==> config.mk <==
export PLATFORM = sky130hd
export DESIGN_NAME = uic_irq_fifo_control
export DESIGN_NICKNAME = d
export VERILOG_FILES = /design/src/uic_pkg.sv /design/src/uic_irq_fifo_control.sv
export SDC_FILE = /design/constraint.sdc
export NUM_CORES = 1
export LEC_CHECK = 0
export BUFFER_PORTS_ARGS = -buffer_cell sky130_fd_sc_hd__clkbuf_2
export CELL_PAD_IN_SITES_DETAIL_PLACEMENT = 0
export CELL_PAD_IN_SITES_GLOBAL_PLACEMENT = 2
export CORE_MARGIN = 5
export CORE_UTILIZATION = 33
export CTS_CLUSTER_DIAMETER = 30
export DETAILED_ROUTE_END_ITERATION = 10
export PLACE_DENSITY = 0.93
export SYNTH_ARGS = -nofsm -noshare
export SYNTH_HDL_FRONTEND = slang
export SYNTH_SLANG_ARGS = --single-unit
==> constraint.sdc <==
create_clock -name CLOCK -period 7.75 [get_ports CLOCK]
set_clock_uncertainty 0.05 [all_clocks]
set_input_delay 1.55 -clock CLOCK [delete_from_list [all_inputs] [get_ports CLOCK]]
set_output_delay 1.55 -clock CLOCK [all_outputs]
set_load 0.01 [all_outputs]
==> src/uic_pkg.sv <==
package uic_pkg;
  // register byte addresses
  localparam logic [31:0] ADDR_DIV_LOW = 32'h5000_1100;
  localparam logic [31:0] ADDR_IER_DLH = 32'h5000_1104;
  localparam logic [31:0] ADDR_IIR_FCR = 32'h5000_1108;
  localparam logic [31:0] ADDR_LINE_CTRL = 32'h5000_110C;
  localparam logic [31:0] ADDR_FLOW_CTRL = 32'h5000_1110;
  localparam logic [31:0] ADDR_EVT_STAT = 32'h5000_1180;
  localparam logic [31:0] ADDR_EVT_CLR = 32'h5000_1184;
  localparam logic [31:0] ADDR_EVT_EN = 32'h5000_1188;
  // interrupt enable bit positions
  localparam int IER_PROG_EMPTY_IRQ_MODE_EN = 7;
  localparam int IER_MODEM = 3;
  localparam int IER_LINE = 2;
  localparam int IER_TX_HOLD_EMPTY_FLAG = 1;
  localparam int IER_RXAV = 0;
  localparam logic [7:0] IER_MASK = 8'h8F;
  // fifo control write fields
  localparam int FCR_RT_LSB = 6;
  localparam int FCR_TET_LSB = 4;
  localparam int FCR_DMA_SIGNAL_MODE = 3;
  localparam int FCR_TXRST = 2;
  localparam int FCR_RXRST = 1;
  localparam int FCR_FIFOEN = 0;
  localparam int LCR_DIVISOR_ACCESS_SELECT = 7;
  localparam int FLOW_AFCE = 1;
  localparam int FLOW_RTS = 0;
  // identification codes
  localparam logic [3:0] ID_MODEM = 4'h0;
  localparam logic [3:0] ID_NONE = 4'h1;
  localparam logic [3:0] ID_TX_HOLD_EMPTY_FLAG = 4'h2;
  localparam logic [3:0] ID_RXAV = 4'h4;
  localparam logic [3:0] ID_LINE = 4'h6;
  localparam logic [3:0] ID_BUSY = 4'h7;
  localparam logic [3:0] ID_TIMEOUT = 4'hC;
  // fifo depth and trigger levels, in characters
  localparam logic [4:0] FIFO_DEPTH = 5'h10;
  localparam logic [4:0] RX_TRIG_ONE = 5'h01;
  localparam logic [4:0] RX_TRIG_QTR = 5'h04;
  localparam logic [4:0] RX_TRIG_HALF = 5'h08;
  localparam logic [4:0] RX_TRIG_TWOLESS = 5'h0E;
  localparam logic [4:0] TX_TRIG_EMPTY = 5'h00;
  localparam logic [4:0] TX_TRIG_TWO = 5'h02;
  localparam logic [4:0] TX_TRIG_QTR = 5'h04;
  localparam logic [4:0] TX_TRIG_HALF = 5'h08;
  localparam int NUM_SRC = 6;
  localparam logic [15:0] RST_DIVISOR = 16'h0000;
endpackage

==> src/uic_irq_fifo_control.sv <==
`timescale 1ns/1ps
// Contract
// - ier bit 7 enables programmable empty mode
// - ier bit 3 gates modem status, fourth
// - ier bit 2 gates line status, highest
// - ier bit 1 gates transmit empty, third
// - ier bit 0 gates rx data, timeout
// - divisor access maps address to divisor high
// - ident read, fifo control write, separate
// - ident bits 7:6 show fifo enable
// - ident bits 3:0 give pending code
// - rx trigger sets interrupt, dma level
// - auto flow drops rts at trigger
// - tx empty trigger sets interrupt, dma
// - fcr bit 3 picks dma mode
// - fcr bit 2 flushes tx, self-clearing
// - fcr bit 1 flushes rx, self-clearing
// - line control bit 7 selects divisor
// - baud is clock over sixteen divisor
// - fcr bit 0 enables fifos
module uic_irq_fifo_control (
  input wire logic CLOCK,
  input wire logic SRST,
  input wire logic PSEL,
  input wire logic PENABLE,
  input wire logic PWRITE,
  input wire logic [31:0] PADDR,
  input wire logic [31:0] PWDATA,
  output logic [31:0] PRDATA,
  output logic PREADY,
  output logic PSLVERR,
  input wire logic [4:0] RX_LEVEL,
  input wire logic [4:0] TX_LEVEL,
  input wire logic RX_LINE_ERR,
  input wire logic CHAR_TIMEOUT,
  input wire logic MODEM_CHANGE,
  input wire logic BUSY_DETECT,
  output logic FIFO_ENABLE,
  output logic TX_FIFO_FLUSH,
  output logic RX_FIFO_FLUSH,
  output logic [15:0] DIVISOR,
  output logic BAUD16_TICK,
  output logic RTS_N,
  output logic DMA_TX_REQ_N,
  output logic DMA_RX_REQ_N,
  output logic IRQ
);
  import uic_pkg::*;

  ////////////////////////////////////////////////////////////////////////
  logic pready_q;
  logic [31:0] prdata_q;
  logic pslverr_q;
  logic [7:0] ier_q;
  logic [7:0] lcr_q;
  logic [1:0] flow_q;
  logic [15:0] div_q;
  logic fifo_en_q;
  logic [1:0] rt_q;
  logic [1:0] tet_q;
  logic dma_signal_mode_q;
  logic tx_flush_q;
  logic rx_flush_q;
  logic [15:0] baud_cnt_q;
  logic baud_tick_q;
  logic rts_stop_q;
  logic rts_n_q;
  logic rx_dma_q;
  logic tx_dma_q;
  logic dma_rx_n_q;
  logic dma_tx_n_q;
  logic [NUM_SRC-1:0] src_q;
  logic [NUM_SRC-1:0] stat_q;
  logic [NUM_SRC-1:0] evt_en_q;
  logic irq_q;

  ////////////////////////////////////////////////////////////////////////
  // apb decode; one wait state so that every output is a flop
  wire setup_acc = PSEL & PENABLE & ~pready_q;
  wire acc = PSEL & PENABLE & pready_q;
  wire wr = acc & PWRITE;
  wire divisor_access_select = lcr_q[LCR_DIVISOR_ACCESS_SELECT];
  wire sel_dll = PADDR == ADDR_DIV_LOW;
  wire sel_ier = PADDR == ADDR_IER_DLH;
  wire sel_iir = PADDR == ADDR_IIR_FCR;
  wire sel_lcr = PADDR == ADDR_LINE_CTRL;
  wire sel_flow = PADDR == ADDR_FLOW_CTRL;
  wire sel_stat = PADDR == ADDR_EVT_STAT;
  wire sel_clr = PADDR == ADDR_EVT_CLR;
  wire sel_een = PADDR == ADDR_EVT_EN;
  // low divisor shares its address with the data path, not held here
  wire hit = (sel_dll & divisor_access_select) | sel_ier | sel_iir | sel_lcr | sel_flow |
             sel_stat | sel_clr | sel_een;
  wire wr_ier = wr & sel_ier & ~divisor_access_select;
  wire wr_dlh = wr & sel_ier & divisor_access_select;
  wire wr_dll = wr & sel_dll & divisor_access_select;
  wire wr_fcr = wr & sel_iir;
  wire [7:0] wbyte = PWDATA[7:0];

  ////////////////////////////////////////////////////////////////////////
  // source qualification
  wire [4:0] rx_trig = (rt_q == 2'h0) ? RX_TRIG_ONE :
                       (rt_q == 2'h1) ? RX_TRIG_QTR :
                       (rt_q == 2'h2) ? RX_TRIG_HALF : RX_TRIG_TWOLESS;
  wire [4:0] tx_trig = (tet_q == 2'h0) ? TX_TRIG_EMPTY :
                       (tet_q == 2'h1) ? TX_TRIG_TWO :
                       (tet_q == 2'h2) ? TX_TRIG_QTR : TX_TRIG_HALF;
  wire rx_nonempty = RX_LEVEL != 5'h00;
  wire rx_at_trig = RX_LEVEL >= rx_trig;
  // without fifos a single holding register stands in
  wire rx_avail = fifo_en_q ? rx_at_trig : rx_nonempty;
  wire prog_empty_irq_mode_en_act = ier_q[IER_PROG_EMPTY_IRQ_MODE_EN] & fifo_en_q;
  wire tx_hold_empty_flag_src = prog_empty_irq_mode_en_act ? (TX_LEVEL <= tx_trig) :
                  (TX_LEVEL == 5'h00);
  // order: line, rx data, timeout, tx_hold_empty_flag, modem, busy
  wire [NUM_SRC-1:0] src = {BUSY_DETECT, MODEM_CHANGE, tx_hold_empty_flag_src,
                            CHAR_TIMEOUT, rx_avail, RX_LINE_ERR};
  // busy detect has no enable bit and is always considered
  wire [NUM_SRC-1:0] src_en = {1'b1, ier_q[IER_MODEM], ier_q[IER_TX_HOLD_EMPTY_FLAG],
                               ier_q[IER_RXAV] & fifo_en_q,
                               ier_q[IER_RXAV], ier_q[IER_LINE]};
  wire [NUM_SRC-1:0] pend = src & src_en;
  wire [3:0] pend_code = pend[0] ? ID_LINE :
                         pend[1] ? ID_RXAV :
                         pend[2] ? ID_TIMEOUT :
                         pend[3] ? ID_TX_HOLD_EMPTY_FLAG :
                         pend[4] ? ID_MODEM :
                         pend[5] ? ID_BUSY : ID_NONE;
  wire [7:0] ident = {fifo_en_q, fifo_en_q, 2'h0, pend_code};

  ////////////////////////////////////////////////////////////////////////
  // read mux
  wire [15:0] rd_val =
    (sel_dll & divisor_access_select) ? {8'h00, div_q[7:0]} :
    (sel_ier & divisor_access_select) ? {8'h00, div_q[15:8]} :
    sel_ier ? {8'h00, ier_q} :
    sel_iir ? {8'h00, ident} :
    sel_lcr ? {8'h00, lcr_q} :
    sel_flow ? {14'h0000, flow_q} :
    sel_stat ? {10'h000, stat_q} :
    sel_een ? {10'h000, evt_en_q} : 16'h0000;

  always_ff @(posedge CLOCK) begin
    if (SRST) begin
      pready_q <= 1'b0;
      prdata_q <= 32'h0000_0000;
      pslverr_q <= 1'b0;
    end else begin
      pready_q <= setup_acc;
      pslverr_q <= setup_acc & ~hit;
      if (setup_acc) begin
        prdata_q <= {16'h0000, rd_val};
      end
    end
  end

  ////////////////////////////////////////////////////////////////////////
  // control registers
  always_ff @(posedge CLOCK) begin
    if (SRST) begin
      ier_q <= 8'h00;
      lcr_q <= 8'h00;
      flow_q <= 2'h0;
      div_q <= RST_DIVISOR;
      evt_en_q <= '0;
    end else begin
      if (wr_ier) begin
        ier_q <= wbyte & IER_MASK;
      end
      if (wr_dlh) begin
        div_q[15:8] <= wbyte;
      end
      if (wr_dll) begin
        div_q[7:0] <= wbyte;
      end
      if (wr & sel_lcr) begin
        lcr_q <= wbyte;
      end
      if (wr & sel_flow) begin
        flow_q <= PWDATA[1:0];
      end
      if (wr & sel_een) begin
        evt_en_q <= PWDATA[NUM_SRC-1:0];
      end
    end
  end

  // flush bits are held for one cycle only; a read of this address returns the ident, not them
  always_ff @(posedge CLOCK) begin
    if (SRST) begin
      fifo_en_q <= 1'b0;
      rt_q <= 2'h0;
      tet_q <= 2'h0;
      dma_signal_mode_q <= 1'b0;
      tx_flush_q <= 1'b0;
      rx_flush_q <= 1'b0;
    end else begin
      tx_flush_q <= wr_fcr & wbyte[FCR_TXRST];
      rx_flush_q <= wr_fcr & wbyte[FCR_RXRST];
      if (wr_fcr) begin
        fifo_en_q <= wbyte[FCR_FIFOEN];
        rt_q <= wbyte[FCR_RT_LSB +: 2];
        tet_q <= wbyte[FCR_TET_LSB +: 2];
        dma_signal_mode_q <= wbyte[FCR_DMA_SIGNAL_MODE];
      end
    end
  end

  ////////////////////////////////////////////////////////////////////////
  // sixteen-times baud enable; a zero divisor stops it
  wire div_zero = div_q == 16'h0000;
  wire baud_wrap = baud_cnt_q >= div_q - 16'h0001;

  always_ff @(posedge CLOCK) begin
    if (SRST) begin
      baud_cnt_q <= 16'h0000;
      baud_tick_q <= 1'b0;
    end else if (div_zero) begin
      baud_cnt_q <= 16'h0000;
      baud_tick_q <= 1'b0;
    end else begin
      baud_tick_q <= baud_wrap;
      baud_cnt_q <= baud_wrap ? 16'h0000 : baud_cnt_q + 16'h0001;
    end
  end

  ////////////////////////////////////////////////////////////////////////
  // flow control and dma requests; hold terms give hysteresis
  wire afce_act = flow_q[FLOW_AFCE] & fifo_en_q;
  wire rts_stop = rx_at_trig | (rts_stop_q & rx_nonempty);
  wire rx_dma = (dma_signal_mode_q & fifo_en_q) ?
                (rx_at_trig | (rx_dma_q & rx_nonempty)) : rx_nonempty;
  wire tx_dma = (dma_signal_mode_q & fifo_en_q) ?
                ((TX_LEVEL <= tx_trig) |
                 (tx_dma_q & (TX_LEVEL < FIFO_DEPTH))) :
                (TX_LEVEL == 5'h00);

  always_ff @(posedge CLOCK) begin
    if (SRST) begin
      rts_stop_q <= 1'b0;
      rts_n_q <= 1'b1;
      rx_dma_q <= 1'b0;
      tx_dma_q <= 1'b0;
      dma_rx_n_q <= 1'b1;
      dma_tx_n_q <= 1'b1;
    end else begin
      rts_stop_q <= rts_stop;
      rts_n_q <= ~flow_q[FLOW_RTS] | (afce_act & rts_stop);
      rx_dma_q <= rx_dma;
      tx_dma_q <= tx_dma;
      dma_rx_n_q <= ~rx_dma;
      dma_tx_n_q <= ~tx_dma;
    end
  end

  ////////////////////////////////////////////////////////////////////////
  // sticky source events; a set in the clearing cycle wins
  wire clr_wr = wr & sel_clr;
  wire [NUM_SRC-1:0] evt_set = src & ~src_q;

  genvar gi;
  generate
    for (gi = 0; gi < NUM_SRC; gi++) begin : g_evt
      always_ff @(posedge CLOCK) begin
        if (SRST) begin
          stat_q[gi] <= 1'b0;
          src_q[gi] <= 1'b0;
        end else begin
          src_q[gi] <= src[gi];
          stat_q[gi] <= evt_set[gi] |
                        (stat_q[gi] & ~(clr_wr & PWDATA[gi]));
        end
      end
    end
  endgenerate

  always_ff @(posedge CLOCK) begin
    if (SRST) begin
      irq_q <= 1'b0;
    end else begin
      irq_q <= (|pend) | (|(stat_q & evt_en_q));
    end
  end

  assign PRDATA = prdata_q;
  assign PREADY = pready_q;
  assign PSLVERR = pslverr_q;
  assign FIFO_ENABLE = fifo_en_q;
  assign TX_FIFO_FLUSH = tx_flush_q;
  assign RX_FIFO_FLUSH = rx_flush_q;
  assign DIVISOR = div_q;
  assign BAUD16_TICK = baud_tick_q;
  assign RTS_N = rts_n_q;
  assign DMA_TX_REQ_N = dma_tx_n_q;
  assign DMA_RX_REQ_N = dma_rx_n_q;
  assign IRQ = irq_q;
endmodule

==> impl_results.md <==
- Synth top area share: 0.3584
- Mapped Area: 0.005082 mm²
- Predominant post-synthesis flop cell: dfxtp_1
- Cts bufs inserted: 9
- Kind of critical path: reg -> reg
- Synth cell types: 69
- Post-Synth Simple-Gate Area: 0.2755
- ANT cells: 0
- Gr usage total: 0.1680
- Drt total wl: 14960 µm
- Setup TNS: 0 ns
- Max-slew violations: 0
- Die height: 134.1 µm
- # rows: 45
- Area grow syn2layout: 16.05%
- Worst VDD drop: 0.0001101 V
- Antenna violations before repair: 0
- First-pass iteration count of the detailed router: 5
- Status: complete, no violations
- Congestion Overflow GR: 0
- Clock insertion delay at the later pin of the skew report: 0.34 ns
- Initial Util: 0.3356
- Min Clock Period, post-route: 4.259 ns
- Detail Route Antenna Nets: 0
- FF+latch count, synth: 91
- Seq/Total Area, Yosys: 0.3584
- TritonCTS Sinks: 91
- Synth warn: 0
- Crit path launch type: flop
- Drt via density: 5.256
- H-tree Lvls: 3
- Core footprint: 0.01515 mm²
- Placer Congestion: 0.9612
- Die width: 134.1 µm
- Number of gates resized after CTS: 0
- Hold crit path type: reg -> reg
- MaxCap Viol Count: 0
- FMAX: 234.8 MHz
- Met1 Track Usage GR: 0.2066
- Slew headroom: 0.09022
- Avg WL per Cell: 17.12 µm
- First-pass GRT wire length: 24120 µm
- Root Buffer: clkbuf_16
- Die ar.: 0.01798 mm²
- Post-Synth Adder-Cell Area: 0.06155
- IO Port Bufs: 92
- Crit. End Element: flop
- Max FO, Critical Path: 17
- Bufs on Longest Clock Path: 2
- Compound-Gate Fraction of Synth Area: 0.1201
- Largest net degree at the start of global routing: 74
- Final Setup Violations: 0
- Hold WS: 0.4167 ns
- Gr busiest metal: met2
- Fin. Hold Viols: 0
- Number of global-route vias before repair: 4585
- Ports: 141
- Area contributors post-synth: dfxtp_1, mux2i_1, ha_1, nor2_1, nand2_1
- CTS tree: yes
- Nets: 789
- WP data arrival: 4.37 ns
- Post-Syn Instances: 602
- Fin crit share: 0.5496
- FFs w/ async S/R, synth: 0
- Xor/xnor share of the synthesized area: 0.04825
- Leading area contributor after synthesis: dfxtp_1
- Number of synthesized flops with an enable pin: 0
- Worst-margin pin slew: 1.365 ns
- Hold_buf cts: 0
- Fraction of layout cells with a size suffix above 1: 0.1837
- DP HPWL: 11420 µm
- Mux contribution to synthesized area: 0.06967
- Worst EP required: 7.86 ns
- GR Util met2: 0.2937
- Largest family of logic cells by synthesized area: simple AND/OR/NAND/NOR gates
- P per Cell Area: 167.7 mW/mm²
- Met3 usage: 0.03601
- Postcts setup bufs: 0
- Vias post-DR: 4594
- Initial DRC Count: 242
- RSZ-0062 raised after global routing: no
- DRC: 0
- Clock transition at the registers of the reported paths: 0.07 ns
- Leak pwr: 2.334 nW
- Avg Cell Area, Syn: 8.442 µm²
==> area by class of cell <==
| type | instances | area, µm² |
|---|---|---|
| repair buffers | 94 | 475.5 |
| flip-flops and latches | 91 | 1822 |
| clock buffers | 11 | 232.7 |
| clock inverters | 5 | 63.81 |
| fillers | 1573 | 9248 |
| well taps | 188 | 235.2 |
| inverters | 15 | 56.30 |
| multi-input cells | 470 | 3013 |
==> path summary, 6_finish.rpt <==
kind	startpoint	cells past startpoint	slack, ns	endpoint
max	DIVISOR[2]$_SDFFE_PP0P_	11	3.49	baud_cnt_q[13]$_SDFF_PP0_
max reg2reg	DIVISOR[2]$_SDFFE_PP0P_	11	3.49	baud_cnt_q[13]$_SDFF_PP0_
min reg2reg	evt_en_q[5]$_SDFFE_PP0P_	2	0.42	evt_en_q[5]$_SDFFE_PP0P_
min	evt_en_q[5]$_SDFFE_PP0P_	2	0.42	evt_en_q[5]$_SDFFE_PP0P_
==> cell usage after synthesis (3+ instances only) <==
| cell | count |
|---|---|
| a2111oi_0 | 3 |
| a211o_1 | 3 |
| a211oi_1 | 5 |
| a21o_1 | 6 |
| a21oi_1 | 29 |
| a221oi_1 | 3 |
| a22oi_1 | 3 |
| a2bb2oi_1 | 4 |
| and4_1 | 3 |
| buf_2 | 3 |
| buf_4 | 24 |
| clkbuf_1 | 22 |
| dfxtp_1 | 91 |
| ha_1 | 25 |
| inv_1 | 15 |
| mux2_2 | 3 |
| mux2i_1 | 32 |
| nand2_1 | 66 |
| nand2b_1 | 7 |
| nand3_1 | 11 |
| nand3b_1 | 5 |
| nand4_1 | 15 |
| nor2_1 | 67 |
| nor2b_1 | 15 |
| nor3_1 | 14 |
| nor4_1 | 27 |
| o21ai_0 | 9 |
| or2_2 | 6 |
| or3_1 | 7 |
| or4_1 | 5 |
| xnor2_1 | 16 |
| xor2_1 | 12 |
==> critical path, cell delays in order (launching register included) <==
cell	delay (ns)
dfxtp_1	0.39
or3_1	0.40
or3b_1	0.44
or4_1	0.49
nor4_1	0.28
xnor2_1	0.12
ha_1	0.29
nand4_1	0.11
nor2_1	0.19
o211ai_1	0.12
a21oi_1	1.05
nor4_1	0.14
==> placed cells by master (no fill, tap or decap), types with 14 or more instances in the layout <==
cell / synthesis / final
nor2b_1: 15 / 15
nand4_1: 15 / 15
mux2i_1: 32 / 32
ha_1: 25 / 25
nand2_1: 66 / 66
conb_1: 1 / 24
a21oi_1: 29 / 29
xnor2_1: 16 / 16
inv_1: 15 / 15
nor2_1: 67 / 67
dfxtp_1: 91 / 91
nor3_1: 14 / 14
nor4_1: 27 / 27
clkbuf_2: 0 / 92
==> state kept, by name (all words and copies together) (netlist names), 2 cells and up <==
signal      count
evt_en_q        6
baud_cnt_q     16
flow_q          2
rt_q            2
tet_q           2
src_q           6
PRDATA          8
ier_q           5
stat_q          6
lcr_q           8
DIVISOR        16
==> cell families (layout without fill, tap and decap cells) <==
group | after synthesis | after routing
flops | 91 | 91
mux | 35 | 35
fa+ha+maj | 25 | 25
compound gates | 89 | 89
buf+inv | 64 | 125
other cells | 1 | 24
xor+xnor | 28 | 28
simple gates | 269 | 269
==> layer usage <==
layer	up-vias	share of wire	routed length, µm
met5	-	0	0
met4	0	0.022	329
met3	23	0.059	882
met2	121	0.50	7443
met1	2174	0.42	6308
li1	2276	-	-
==> power by group <==
part,leakage [nW],internal (mW),switching [mW],total [mW]
combinational,1.46,0.0268,0.0438,0.0706
sequential,0.739,0.475,0.00509,0.480
clock,0.140,0.252,0.186,0.438
total,2.33,0.754,0.235,0.989
==> per-stage QoR <==
| step | instance area, µm² | total power [mW] | setup slack [ns] | cells | util |
|---|---|---|---|---|---|
| final | 5898 | 0.9892 | 3.491 | 874 | 0.3894 |
| after global routing | 5898 | 1.026 | 3.078 | 874 | 0.3894 |
| after CTS | 5898 | 0.9988 | 3.468 | 874 | 0.3894 |
| after detailed placement | 5602 | 0.5611 | 3.500 | 858 | 0.3698 |
| after global placement | 5602 | 0.5596 | 3.610 | 858 | 0.3698 |
| after floorplan | 5169 | 0.5345 | 4.086 | 625 | - |
Power figures use the tool's default switching activity.
